<file path="config.mk">
export PLATFORM = sky130hd
export DESIGN_NAME = rrc_regs
export DESIGN_NICKNAME = d
export VERILOG_FILES = /design/src/rtl/rrc_pkg.sv /design/src/rtl/rrc_freq_calc.sv /design/src/rtl/rrc_regs.sv
export SDC_FILE = /design/constraint.sdc
export NUM_CORES = 2
export LEC_CHECK = 0
export ABC_CLOCK_PERIOD_IN_PS = 34900
export BUFFER_PORTS_ARGS = -buffer_cell sky130_fd_sc_hd__buf_2
export CAP_MARGIN = 10
export CORE_MARGIN = 1.5
export CORE_UTILIZATION = 38
export CTS_BUF_LIST = sky130_fd_sc_hd__clkbuf_8
export DETAILED_ROUTE_END_ITERATION = 7
export MAX_ROUTING_LAYER = met4
export PLACE_DENSITY = 0.55
export SYNTH_ARGS = -nofsm -noshare
export SYNTH_HDL_FRONTEND = slang
export SYNTH_SLANG_ARGS = --single-unit
</file>
<file path="constraint.sdc">
create_clock -name clk_in -period 34.9 [get_ports clk_in]
set_input_delay 6.98 -clock clk_in [delete_from_list [all_inputs] [get_ports clk_in]]
set_output_delay 6.98 -clock clk_in [all_outputs]
set_load 0.05 [all_outputs]
</file>
<file path="src/rtl/rrc_pkg.sv">
package rrc_pkg;

  localparam int ADDR_W = 8;
  localparam int DATA_W = 8;
  localparam int RATE_W = 16;
  localparam int RATIO_W = 32;
  localparam int PROD_W = 48;
  localparam int COUNT_W = 6;

  ////////////////////////////////////////////////////////////////////////////////
  // Register map, byte addresses
  localparam logic [7:0] ADDR_FREEZE = 8'h0d;
  localparam logic [7:0] ADDR_UNIT_RATE = 8'h10;
  localparam logic [7:0] ADDR_MULTIPLIER = 8'h12;
  localparam logic [7:0] ADDR_FEC_RATIO = 8'h14;

  localparam logic [7:0] RST_FREEZE = 8'h00;
  localparam logic [15:0] RST_UNIT_RATE = 16'h9c40;
  localparam logic [15:0] RST_MULTIPLIER = 16'h0f30;
  localparam logic [31:0] RST_FEC_RATIO = 32'h0001_0001;

  localparam logic [7:0] FREEZE_ON = 8'h01;
  localparam logic [7:0] FREEZE_OFF = 8'h00;
  localparam logic [7:0] READ_UNMAPPED = 8'h00;

  // Ratio register fields
  localparam int NUMER_MSB = 31;
  localparam int NUMER_LSB = 16;
  localparam int DENOM_MSB = 15;
  localparam int DENOM_LSB = 0;

  // Lane of a 16-bit register inside the 32-bit byte helpers
  localparam logic LANE16_HI = 1'b1;
  localparam logic [5:0] DIV_STEPS = 6'h2f;

  ////////////////////////////////////////////////////////////////////////////////
  // Supported unit rates in hertz
  localparam logic [15:0] RATE_1K = 16'h03e8;
  localparam logic [15:0] RATE_2K = 16'h07d0;
  localparam logic [15:0] RATE_5K = 16'h1388;
  localparam logic [15:0] RATE_6K25 = 16'h186a;
  localparam logic [15:0] RATE_8K = 16'h1f40;
  localparam logic [15:0] RATE_10K = 16'h2710;
  localparam logic [15:0] RATE_12K5 = 16'h30d4;
  localparam logic [15:0] RATE_25K = 16'h61a8;
  localparam logic [15:0] RATE_40K = 16'h9c40;

  typedef struct packed {
    logic [ADDR_W-1:0] addr;
    logic [DATA_W-1:0] wdata;
    logic wr;
    logic rd;
  } rrc_bus_t;

  typedef struct packed {
    logic [RATE_W-1:0] unit_rate_hz;
    logic [RATE_W-1:0] unit_rate_multiplier;
    logic [RATE_W-1:0] fec_numerator;
    logic [RATE_W-1:0] fec_denominator;
  } rrc_cfg_t;

  typedef enum logic [1:0] {
    RRC_IDLE = 2'b00,
    RRC_MULT = 2'b01,
    RRC_DIVIDE = 2'b11,
    RRC_DONE = 2'b10
  } rrc_state_t;

  function automatic logic rrc_rate_supported(input logic [15:0] rate);
    rrc_rate_supported = (rate == RATE_1K) || (rate == RATE_2K) || (rate == RATE_5K) ||
                         (rate == RATE_6K25) || (rate == RATE_8K) || (rate == RATE_10K) ||
                         (rate == RATE_12K5) || (rate == RATE_25K) || (rate == RATE_40K);
  endfunction

  // Lane 0 is the lowest byte address and holds the most significant byte
  function automatic logic [7:0] rrc_get_byte(input logic [31:0] value, input logic [1:0] lane);
    case (lane)
      2'h0: rrc_get_byte = value[31:24];
      2'h1: rrc_get_byte = value[23:16];
      2'h2: rrc_get_byte = value[15:8];
      default: rrc_get_byte = value[7:0];
    endcase
  endfunction

  function automatic logic [31:0] rrc_put_byte(input logic [31:0] value, input logic [1:0] lane,
                                               input logic [7:0] data);
    rrc_put_byte = value;
    case (lane)
      2'h0: rrc_put_byte[31:24] = data;
      2'h1: rrc_put_byte[23:16] = data;
      2'h2: rrc_put_byte[15:8] = data;
      default: rrc_put_byte[7:0] = data;
    endcase
  endfunction

endpackage

</file>
<file path="src/rtl/rrc_freq_calc.sv">
`timescale 1ns/100ps
`default_nettype none
module rrc_freq_calc
  import rrc_pkg::*;
(
  input wire logic clk_in,
  input wire logic srst_in,
  input wire logic start_in,
  input wire rrc_cfg_t cfg_in,
  output logic [PROD_W-1:0] freq_hz_out,
  output logic valid_out,
  output logic div_zero_out
);

  rrc_state_t state;
  logic [PROD_W-1:0] quot;
  logic [RATE_W-1:0] rem;
  logic [COUNT_W-1:0] step;

  // Every operand is widened first so no partial product is cut to 16 bits
  wire [PROD_W-1:0] product = PROD_W'(cfg_in.unit_rate_hz) *
                              PROD_W'(cfg_in.unit_rate_multiplier) *
                              PROD_W'(cfg_in.fec_numerator);
  wire [RATE_W:0] trial = {rem, quot[PROD_W-1]};
  wire [RATE_W:0] denom_ext = {1'b0, cfg_in.fec_denominator};
  wire fits = trial >= denom_ext;
  wire [RATE_W:0] trial_left = trial - denom_ext;
  wire [RATE_W-1:0] next_rem = fits ? trial_left[RATE_W-1:0] : trial[RATE_W-1:0];
  wire denom_zero = cfg_in.fec_denominator == '0;

  ////////////////////////////////////////////////////////////////////////////////
  // Multiply, then restoring divide one quotient bit per cycle
  always_ff @(posedge clk_in) begin
    if (srst_in) begin
      state <= RRC_IDLE;
      quot <= '0;
      rem <= '0;
      step <= '0;
      freq_hz_out <= '0;
      div_zero_out <= 1'b0;
    end else if (start_in) begin
      state <= RRC_MULT;
    end else begin
      case (state)
        RRC_MULT: begin
          quot <= product;
          rem <= '0;
          step <= '0;
          div_zero_out <= denom_zero;
          state <= denom_zero ? RRC_DONE : RRC_DIVIDE;
          if (denom_zero) begin
            freq_hz_out <= '0;
          end
        end
        RRC_DIVIDE: begin
          rem <= next_rem;
          quot <= {quot[PROD_W-2:0], fits};
          step <= step + 1'b1;
          if (step == DIV_STEPS) begin
            freq_hz_out <= {quot[PROD_W-2:0], fits};
            state <= RRC_DONE;
          end
        end
        default: state <= state;
      endcase
    end
  end

  // A pending restart hides a result that no longer matches the registers
  assign valid_out = (state == RRC_DONE) && !start_in;

endmodule
`default_nettype wire

</file>
<file path="src/rtl/rrc_regs.sv">
`timescale 1ns/100ps
`default_nettype none
module rrc_regs
  import rrc_pkg::*;
(
  input wire logic clk_in,
  input wire logic srst_in,
  input wire rrc_bus_t bus_in,
  output logic [DATA_W-1:0] rdata_out,
  output logic rvalid_out,
  output logic latched_status_freeze_out,
  output var rrc_cfg_t cfg_out,
  output logic unit_rate_supported_out,
  output logic fec_active_out,
  output logic [PROD_W-1:0] expected_freq_hz_out,
  output logic expected_freq_valid_out,
  output logic fec_ratio_error_out
);

  logic [7:0] status_freeze_control;
  logic [15:0] input0_unit_rate;
  logic [15:0] input0_rate_multiplier;
  logic [31:0] input0_fec_ratio;
  logic freeze_active;
  logic recalc;

  ////////////////////////////////////////////////////////////////////////////////
  // Address decode
  wire hit_freeze = bus_in.addr == ADDR_FREEZE;
  wire hit_rate = bus_in.addr[7:1] == ADDR_UNIT_RATE[7:1];
  wire hit_mult = bus_in.addr[7:1] == ADDR_MULTIPLIER[7:1];
  wire hit_ratio = bus_in.addr[7:2] == ADDR_FEC_RATIO[7:2];
  wire [1:0] lane16 = {LANE16_HI, bus_in.addr[0]};
  wire [1:0] lane32 = bus_in.addr[1:0];

  wire wr_freeze = bus_in.wr && hit_freeze;
  wire wr_rate = bus_in.wr && hit_rate;
  wire wr_mult = bus_in.wr && hit_mult;
  wire wr_ratio = bus_in.wr && hit_ratio;
  wire wr_cfg = wr_rate || wr_mult || wr_ratio;

  wire [31:0] put_rate = rrc_put_byte({16'h0000, input0_unit_rate}, lane16, bus_in.wdata);
  wire [31:0] put_mult = rrc_put_byte({16'h0000, input0_rate_multiplier}, lane16, bus_in.wdata);
  wire [31:0] next_ratio = rrc_put_byte(input0_fec_ratio, lane32, bus_in.wdata);
  wire [15:0] next_rate = put_rate[15:0];
  wire [15:0] next_mult = put_mult[15:0];

  wire [7:0] next_rdata =
    hit_freeze ? status_freeze_control :
    hit_rate ? rrc_get_byte({16'h0000, input0_unit_rate}, lane16) :
    hit_mult ? rrc_get_byte({16'h0000, input0_rate_multiplier}, lane16) :
    hit_ratio ? rrc_get_byte(input0_fec_ratio, lane32) : READ_UNMAPPED;

  ////////////////////////////////////////////////////////////////////////////////
  // Register storage
  always_ff @(posedge clk_in) begin
    if (srst_in) begin
      status_freeze_control <= RST_FREEZE;
    end else if (wr_freeze) begin
      status_freeze_control <= bus_in.wdata;
    end
  end

  always_ff @(posedge clk_in) begin
    if (srst_in) begin
      input0_unit_rate <= RST_UNIT_RATE;
      input0_rate_multiplier <= RST_MULTIPLIER;
      input0_fec_ratio <= RST_FEC_RATIO;
    end else begin
      if (wr_rate) begin
        input0_unit_rate <= next_rate;
      end
      if (wr_mult) begin
        input0_rate_multiplier <= next_mult;
      end
      if (wr_ratio) begin
        input0_fec_ratio <= next_ratio;
      end
    end
  end

  ////////////////////////////////////////////////////////////////////////////////
  // Freeze of latched status updates; other codes leave it unchanged
  always_ff @(posedge clk_in) begin
    if (srst_in) begin
      freeze_active <= 1'b0;
    end else if (wr_freeze && bus_in.wdata == FREEZE_ON) begin
      freeze_active <= 1'b1;
    end else if (wr_freeze && bus_in.wdata == FREEZE_OFF) begin
      freeze_active <= 1'b0;
    end
  end

  assign latched_status_freeze_out = freeze_active;

  ////////////////////////////////////////////////////////////////////////////////
  // Read port
  always_ff @(posedge clk_in) begin
    if (srst_in) begin
      rdata_out <= READ_UNMAPPED;
      rvalid_out <= 1'b0;
    end else begin
      rvalid_out <= bus_in.rd;
      if (bus_in.rd) begin
        rdata_out <= next_rdata;
      end
    end
  end

  ////////////////////////////////////////////////////////////////////////////////
  // Decoded configuration
  always_ff @(posedge clk_in) begin
    if (srst_in) begin
      recalc <= 1'b1;
    end else begin
      recalc <= wr_cfg;
    end
  end

  assign cfg_out.unit_rate_hz = input0_unit_rate;
  assign cfg_out.unit_rate_multiplier = input0_rate_multiplier;
  assign cfg_out.fec_numerator = input0_fec_ratio[NUMER_MSB:NUMER_LSB];
  assign cfg_out.fec_denominator = input0_fec_ratio[DENOM_MSB:DENOM_LSB];

  always_ff @(posedge clk_in) begin
    if (srst_in) begin
      unit_rate_supported_out <= 1'b1;
      fec_active_out <= 1'b0;
    end else begin
      unit_rate_supported_out <= rrc_rate_supported(input0_unit_rate);
      fec_active_out <= cfg_out.fec_numerator != cfg_out.fec_denominator;
    end
  end

  rrc_freq_calc u_calc (
    .clk_in(clk_in),
    .srst_in(srst_in),
    .start_in(recalc),
    .cfg_in(cfg_out),
    .freq_hz_out(expected_freq_hz_out),
    .valid_out(expected_freq_valid_out),
    .div_zero_out(fec_ratio_error_out)
  );

endmodule
`default_nettype wire

</file>
==> metrics.txt, run 1 <==
status aborted with a tool error; last flow stage reached 5_2_route; tool error [ERROR DRT-0255] Maze Route cannot find path of net clk_in in worker of routeBox ( 289800 48300 ) ( 303320 96600 ).; Rows 109; synthesized net count 4856; biggest area consumer among synthesized cells fa_1; vias in the first global route 28206; number of cells upsized or downsized after cts 0; global route total overflow 0; CTS Sinks 206; Synth top area share 35.8%; mapped cell area 34300 um2; Post-CTS Setup Inserts 0; Routability Congestion 0.875; Num CTS Buffers 39; CTS root buf clkbuf_8; top cells by area, synth fa_1, dfxtp_1, ha_1; synthesized area per cell 8.61 um2; post-synthesis cell count 3982; number of I/O port buffers 145; Die H 303 um; Post-synth ARST share 0%; Boundary Pins 146; Netlist cell types 86; initial core utilization 38.5%; post-DP HPWL 71700 um; gr usage total 22.2%; Yosys warning total 0; Post-synth EDFFs 0; Seq/Total Area, Yosys 12.0%; DIE WIDTH 303 um; Max clock buf depth 3; most used flip-flop cell after synthesis dfxtp_1; initial antenna violation count 0; first-pass GRT wire length 158000 um; htree depth 2; Yosys reg bits 206; largest net degree at the start of global routing 85; cts hold-fix bufs 0
## synth_stat cells (7+ instances only)
cell type / number
and2_1: 277
o21ai_0: 75
o211ai_1: 7
nand4_1: 18
dfxtp_1: 206
nand3_1: 79
nand2_1: 623
inv_1: 673
nand2b_1: 24
buf_1: 16
o21a_1: 12
and3_1: 27
ha_1: 241
a31oi_1: 17
nor4_1: 9
o21bai_1: 15
mux4_2: 16
a21o_1: 40
nor3_1: 45
buf_2: 19
mux2i_1: 86
a221oi_1: 22
xnor2_1: 63
clkbuf_1: 207
fa_1: 613
xor2_1: 29
a22oi_1: 12
nor2b_1: 19
a211oi_1: 23
or3_1: 13
a21oi_1: 155
nor2_1: 191
## metal layers
metal  track usage, %
met2             36.6
met3             2.05
met5                -
met4             5.48
met1             29.5
## cell families after synthesis
| kind of cell | count (synthesis) | share of synthesized area (%) |
|---|---|---|
| buffers and inverters | 918 | 10.1 |
| AO/OA/AOI/OAI | 441 | 8.36 |
| XOR/XNOR | 94 | 2.45 |
| adder cells (fa/ha/maj) | 854 | 44.6 |
| AND/OR/NAND/NOR | 1366 | 18.8 |
| flip-flops | 206 | 12.0 |
| multiplexers | 103 | 3.60 |
## stage by stage
| step | worst slack, ps | instance area, um2 | instances |
|---|---|---|---|
| floorplan | 22980 | 34300 | 3982 |
| global placement | 22210 | 36000 | 5102 |
| detailed placement | 22080 | 36000 | 5102 |
| CTS | 22120 | 36800 | 5173 |
| global route | 21350 | 36900 | 5174 |
==> inputs of run 2 (changes only) <==
CORE_UTILIZATION = 23   (was 38)
CTS_BUF_LIST = unset   (was sky130_fd_sc_hd__clkbuf_8)
MAX_ROUTING_LAYER = unset   (was met4)
PLACE_DENSITY = unset   (was 0.55)
PLACE_DENSITY_LB_ADDON = 0.15   (was unset)
==> run 2 against run 1 <==
The run now ends clean. Synthesized area is the same. Global-route usage shrank 7.2 points. Synthesized cell count is the same.
==> metrics.txt, run 2 <==
count leader, synth inv_1 (unchanged); Yosys reg bits 206 (unchanged); area of the multi-input gates 26700 um2; number of cells upsized or downsized after cts 0 (unchanged); Pleak 17.4 nW; DIE WIDTH 389 um (was 303 um); largest net degree at the start of global routing 72 (was 85); endpoint class of the critical path flop; Req. time, crit path 35340 ps; Max-cap violations 0; top cells by area, synth fa_1, dfxtp_1, ha_1 (unchanged); CTS tree done; most used flip-flop cell after synthesis dfxtp_1 (unchanged); Clock Pin Slew Worst Setup and Hold Paths 60 ps; gr usage total 15.0% (was 22.2%); Final nets 4861; most used routing layer met2 (unchanged); crit share post-route 36.6%; critical path type flop to flop; share of post-route cells with drive strength above 1 7.95%; Worst Tran Pin Value 1150 ps; grt met2 use 26.8% (was 36.6%); Seq/Total Area, Yosys 12.0% (unchanged); DR WL/cell 18.7 um; pwr/cell area 15.8 nW/um2; synthesized area per cell 8.61 um2 (unchanged); CTS root buf clkbuf_16 (was clkbuf_8); CTS Sinks 206 (unchanged); Die ar. 151000 um2; fmax 78.3 MHz; drt pass-1 iters 7; Rel. slew slack 23.3%; Final Critical Period 12770 ps; Synth top area share 35.8% (unchanged); Final TNS setup 0 ps; vias in the first global route 29109 (was 28206); Yosys warning total 0 (unchanged); M1 GR Usage 19.9% (was 29.5%); DR iter-0 viols 1149; # setup viols final 0; Post-synth ARST share 0% (unchanged); worst min path class flop to flop; Area Overhead vs Synth 10.7%; Post-CTS Setup Inserts 0 (unchanged); RSZ-0062 raised after global routing false; Slew Limit Fails 0; VDD IR max 31.1 uV; top post-synthesis cells by count inv_1, nand2_1, fa_1, and2_1, ha_1 (unchanged); Netlist cell types 86 (unchanged); Worst EP arrival 13210 ps; Post-synth EDFFs 0 (unchanged); biggest area consumer among synthesized cells fa_1 (unchanged); Core Util, Final 25.7%; Num CTS Buffers 26 (was 39); final hold violations 0; FF/Latch Area 4130 um2; core area 148000 um2; initial antenna violation count 2 (was 0); Worst Path Max Fanout 22; initial core utilization 23.2% (was 38.5%); top flop regs u_calc.freq_hz_out (48), u_calc.quot (48), input0_fec_ratio (32); CP most frequent cell fa_1; met3 Use GR 1.21% (was 2.05%); status complete, no violations (was aborted with a tool error); CP startpoint kind flop; Die H 389 um (was 303 um); number of routed nets with antenna violations 0; post-DP HPWL 84400 um (was 71700 um); Rows 141 (was 109); first-pass GRT wire length 178000 um (was 158000 um); Critical Path Slowest Stage Cell dfxtp_1; DRC viols 0; commonest non-fill, non-tap cells in the layout inv_1, nand2_1, fa_1; via count 26233; slowest stage delay, CP 1080 ps; final WL 111000 um; number of I/O port buffers 145 (unchanged); Max clock buf depth 3 (unchanged); synthesized net count 4856 (unchanged); global route total overflow 0 (unchanged); mapped cell area 34300 um2 (unchanged); cts hold-fix bufs 0 (unchanged); Clock Latency Late Sink 570 ps; Boundary Pins 146 (unchanged); # fillers 16140; htree depth 1 (was 2); clock skew 18.7 ps; most common cell after layout, fill and taps aside inv_1; drt via density 4.42; post-synthesis cell count 3982 (unchanged); Routability Congestion 0.774 (was 0.875)
-- run 2: cell counts after synthesis --
No cell type changed its count.
-- run 2: final timing paths --
kind,startpoint,end,slack (ps),depth (start not counted)
worst max register to register,input0_unit_rate[6]$_SDFFE_PP1P_,u_calc.quot[43]$_SDFFE_PP0P_,22130,40
worst min-delay path,u_calc.freq_hz_out[42]$_SDFFE_PP0P_,u_calc.freq_hz_out[42]$_SDFFE_PP0P_,450,2
worst min register to register,u_calc.freq_hz_out[42]$_SDFFE_PP0P_,u_calc.freq_hz_out[42]$_SDFFE_PP0P_,450,2
worst max-delay path,input0_unit_rate[6]$_SDFFE_PP1P_,u_calc.quot[43]$_SDFFE_PP0P_,22130,40
-- run 2: layout make-up --
cell class | instances | area share (%)
Antenna cell | 2 | 0.0132
Clock buffer | 33 | 1.86
Clock inverter | 10 | 0.379
Inverter | 674 | 6.67
Multi-Input combinational cell | 2858 | 70.4
Sequential cell | 206 | 10.9
Tap cell | 1930 | 6.37
Timing Repair Buffer | 221 | 3.43
-- run 2: worst max-delay path: cells and delay by family, from the launching register on --
family,cells,cell delay (ps)
adder cells (fa/ha/maj),14,6730
buffers and inverters,8,390
AO/OA/AOI/OAI,9,2140
flip-flops,1,1080
XOR/XNOR,1,170
AND/OR/NAND/NOR,8,2090
-- run 2: cell families (layout without fill, tap and decap cells) --
family                     count (synthesis)  after routing  share of synthesized area (%)
adders and majority gates                854            854                           44.6
xor gates and xnor gates                  94             94                           2.45
other                                      0              2                              0
muxes                                    103            103                           3.60
DFF                                      206            206                           12.0
buffers and inverters                    918            938                           10.1
and+or+nand+nor                         1366           1366                           18.8
AOI/OAI and AO/OA                        441            441                           8.36
-- run 2: metal layers --
metal,share of wire (%),vias up
li1,-,12388
met5,0,-
met1,46,13437
met3,2.6,68
met2,50,340
met4,1.7,0
-- run 2: metrics by stage --
stage               worst slack [ps]  power (W)  instances  area, um2  hold slack (ps)
floorplan                      22980   0.000297       3982      34300              426
global placement               22230   0.000330       5889      37100              442
detailed placement             22050   0.000330       5889      37100              447
CTS                            22070   0.000612       5932      37900              454
global route                   21330   0.000626       5932      37900              477
finish                         22130   0.000600       5934      37900              451
-- run 2: where the power goes --
group | switching [W] | leakage, nW | internal (W) | total, W
Sequential | 0.00000486 | 1.67 | 0.000239 | 0.000244
Combinational | 0.0000562 | 15.3 | 0.0000226 | 0.0000788
Clock | 0.000113 | 0.416 | 0.000164 | 0.000278
(Power assumes the default switching activity.)
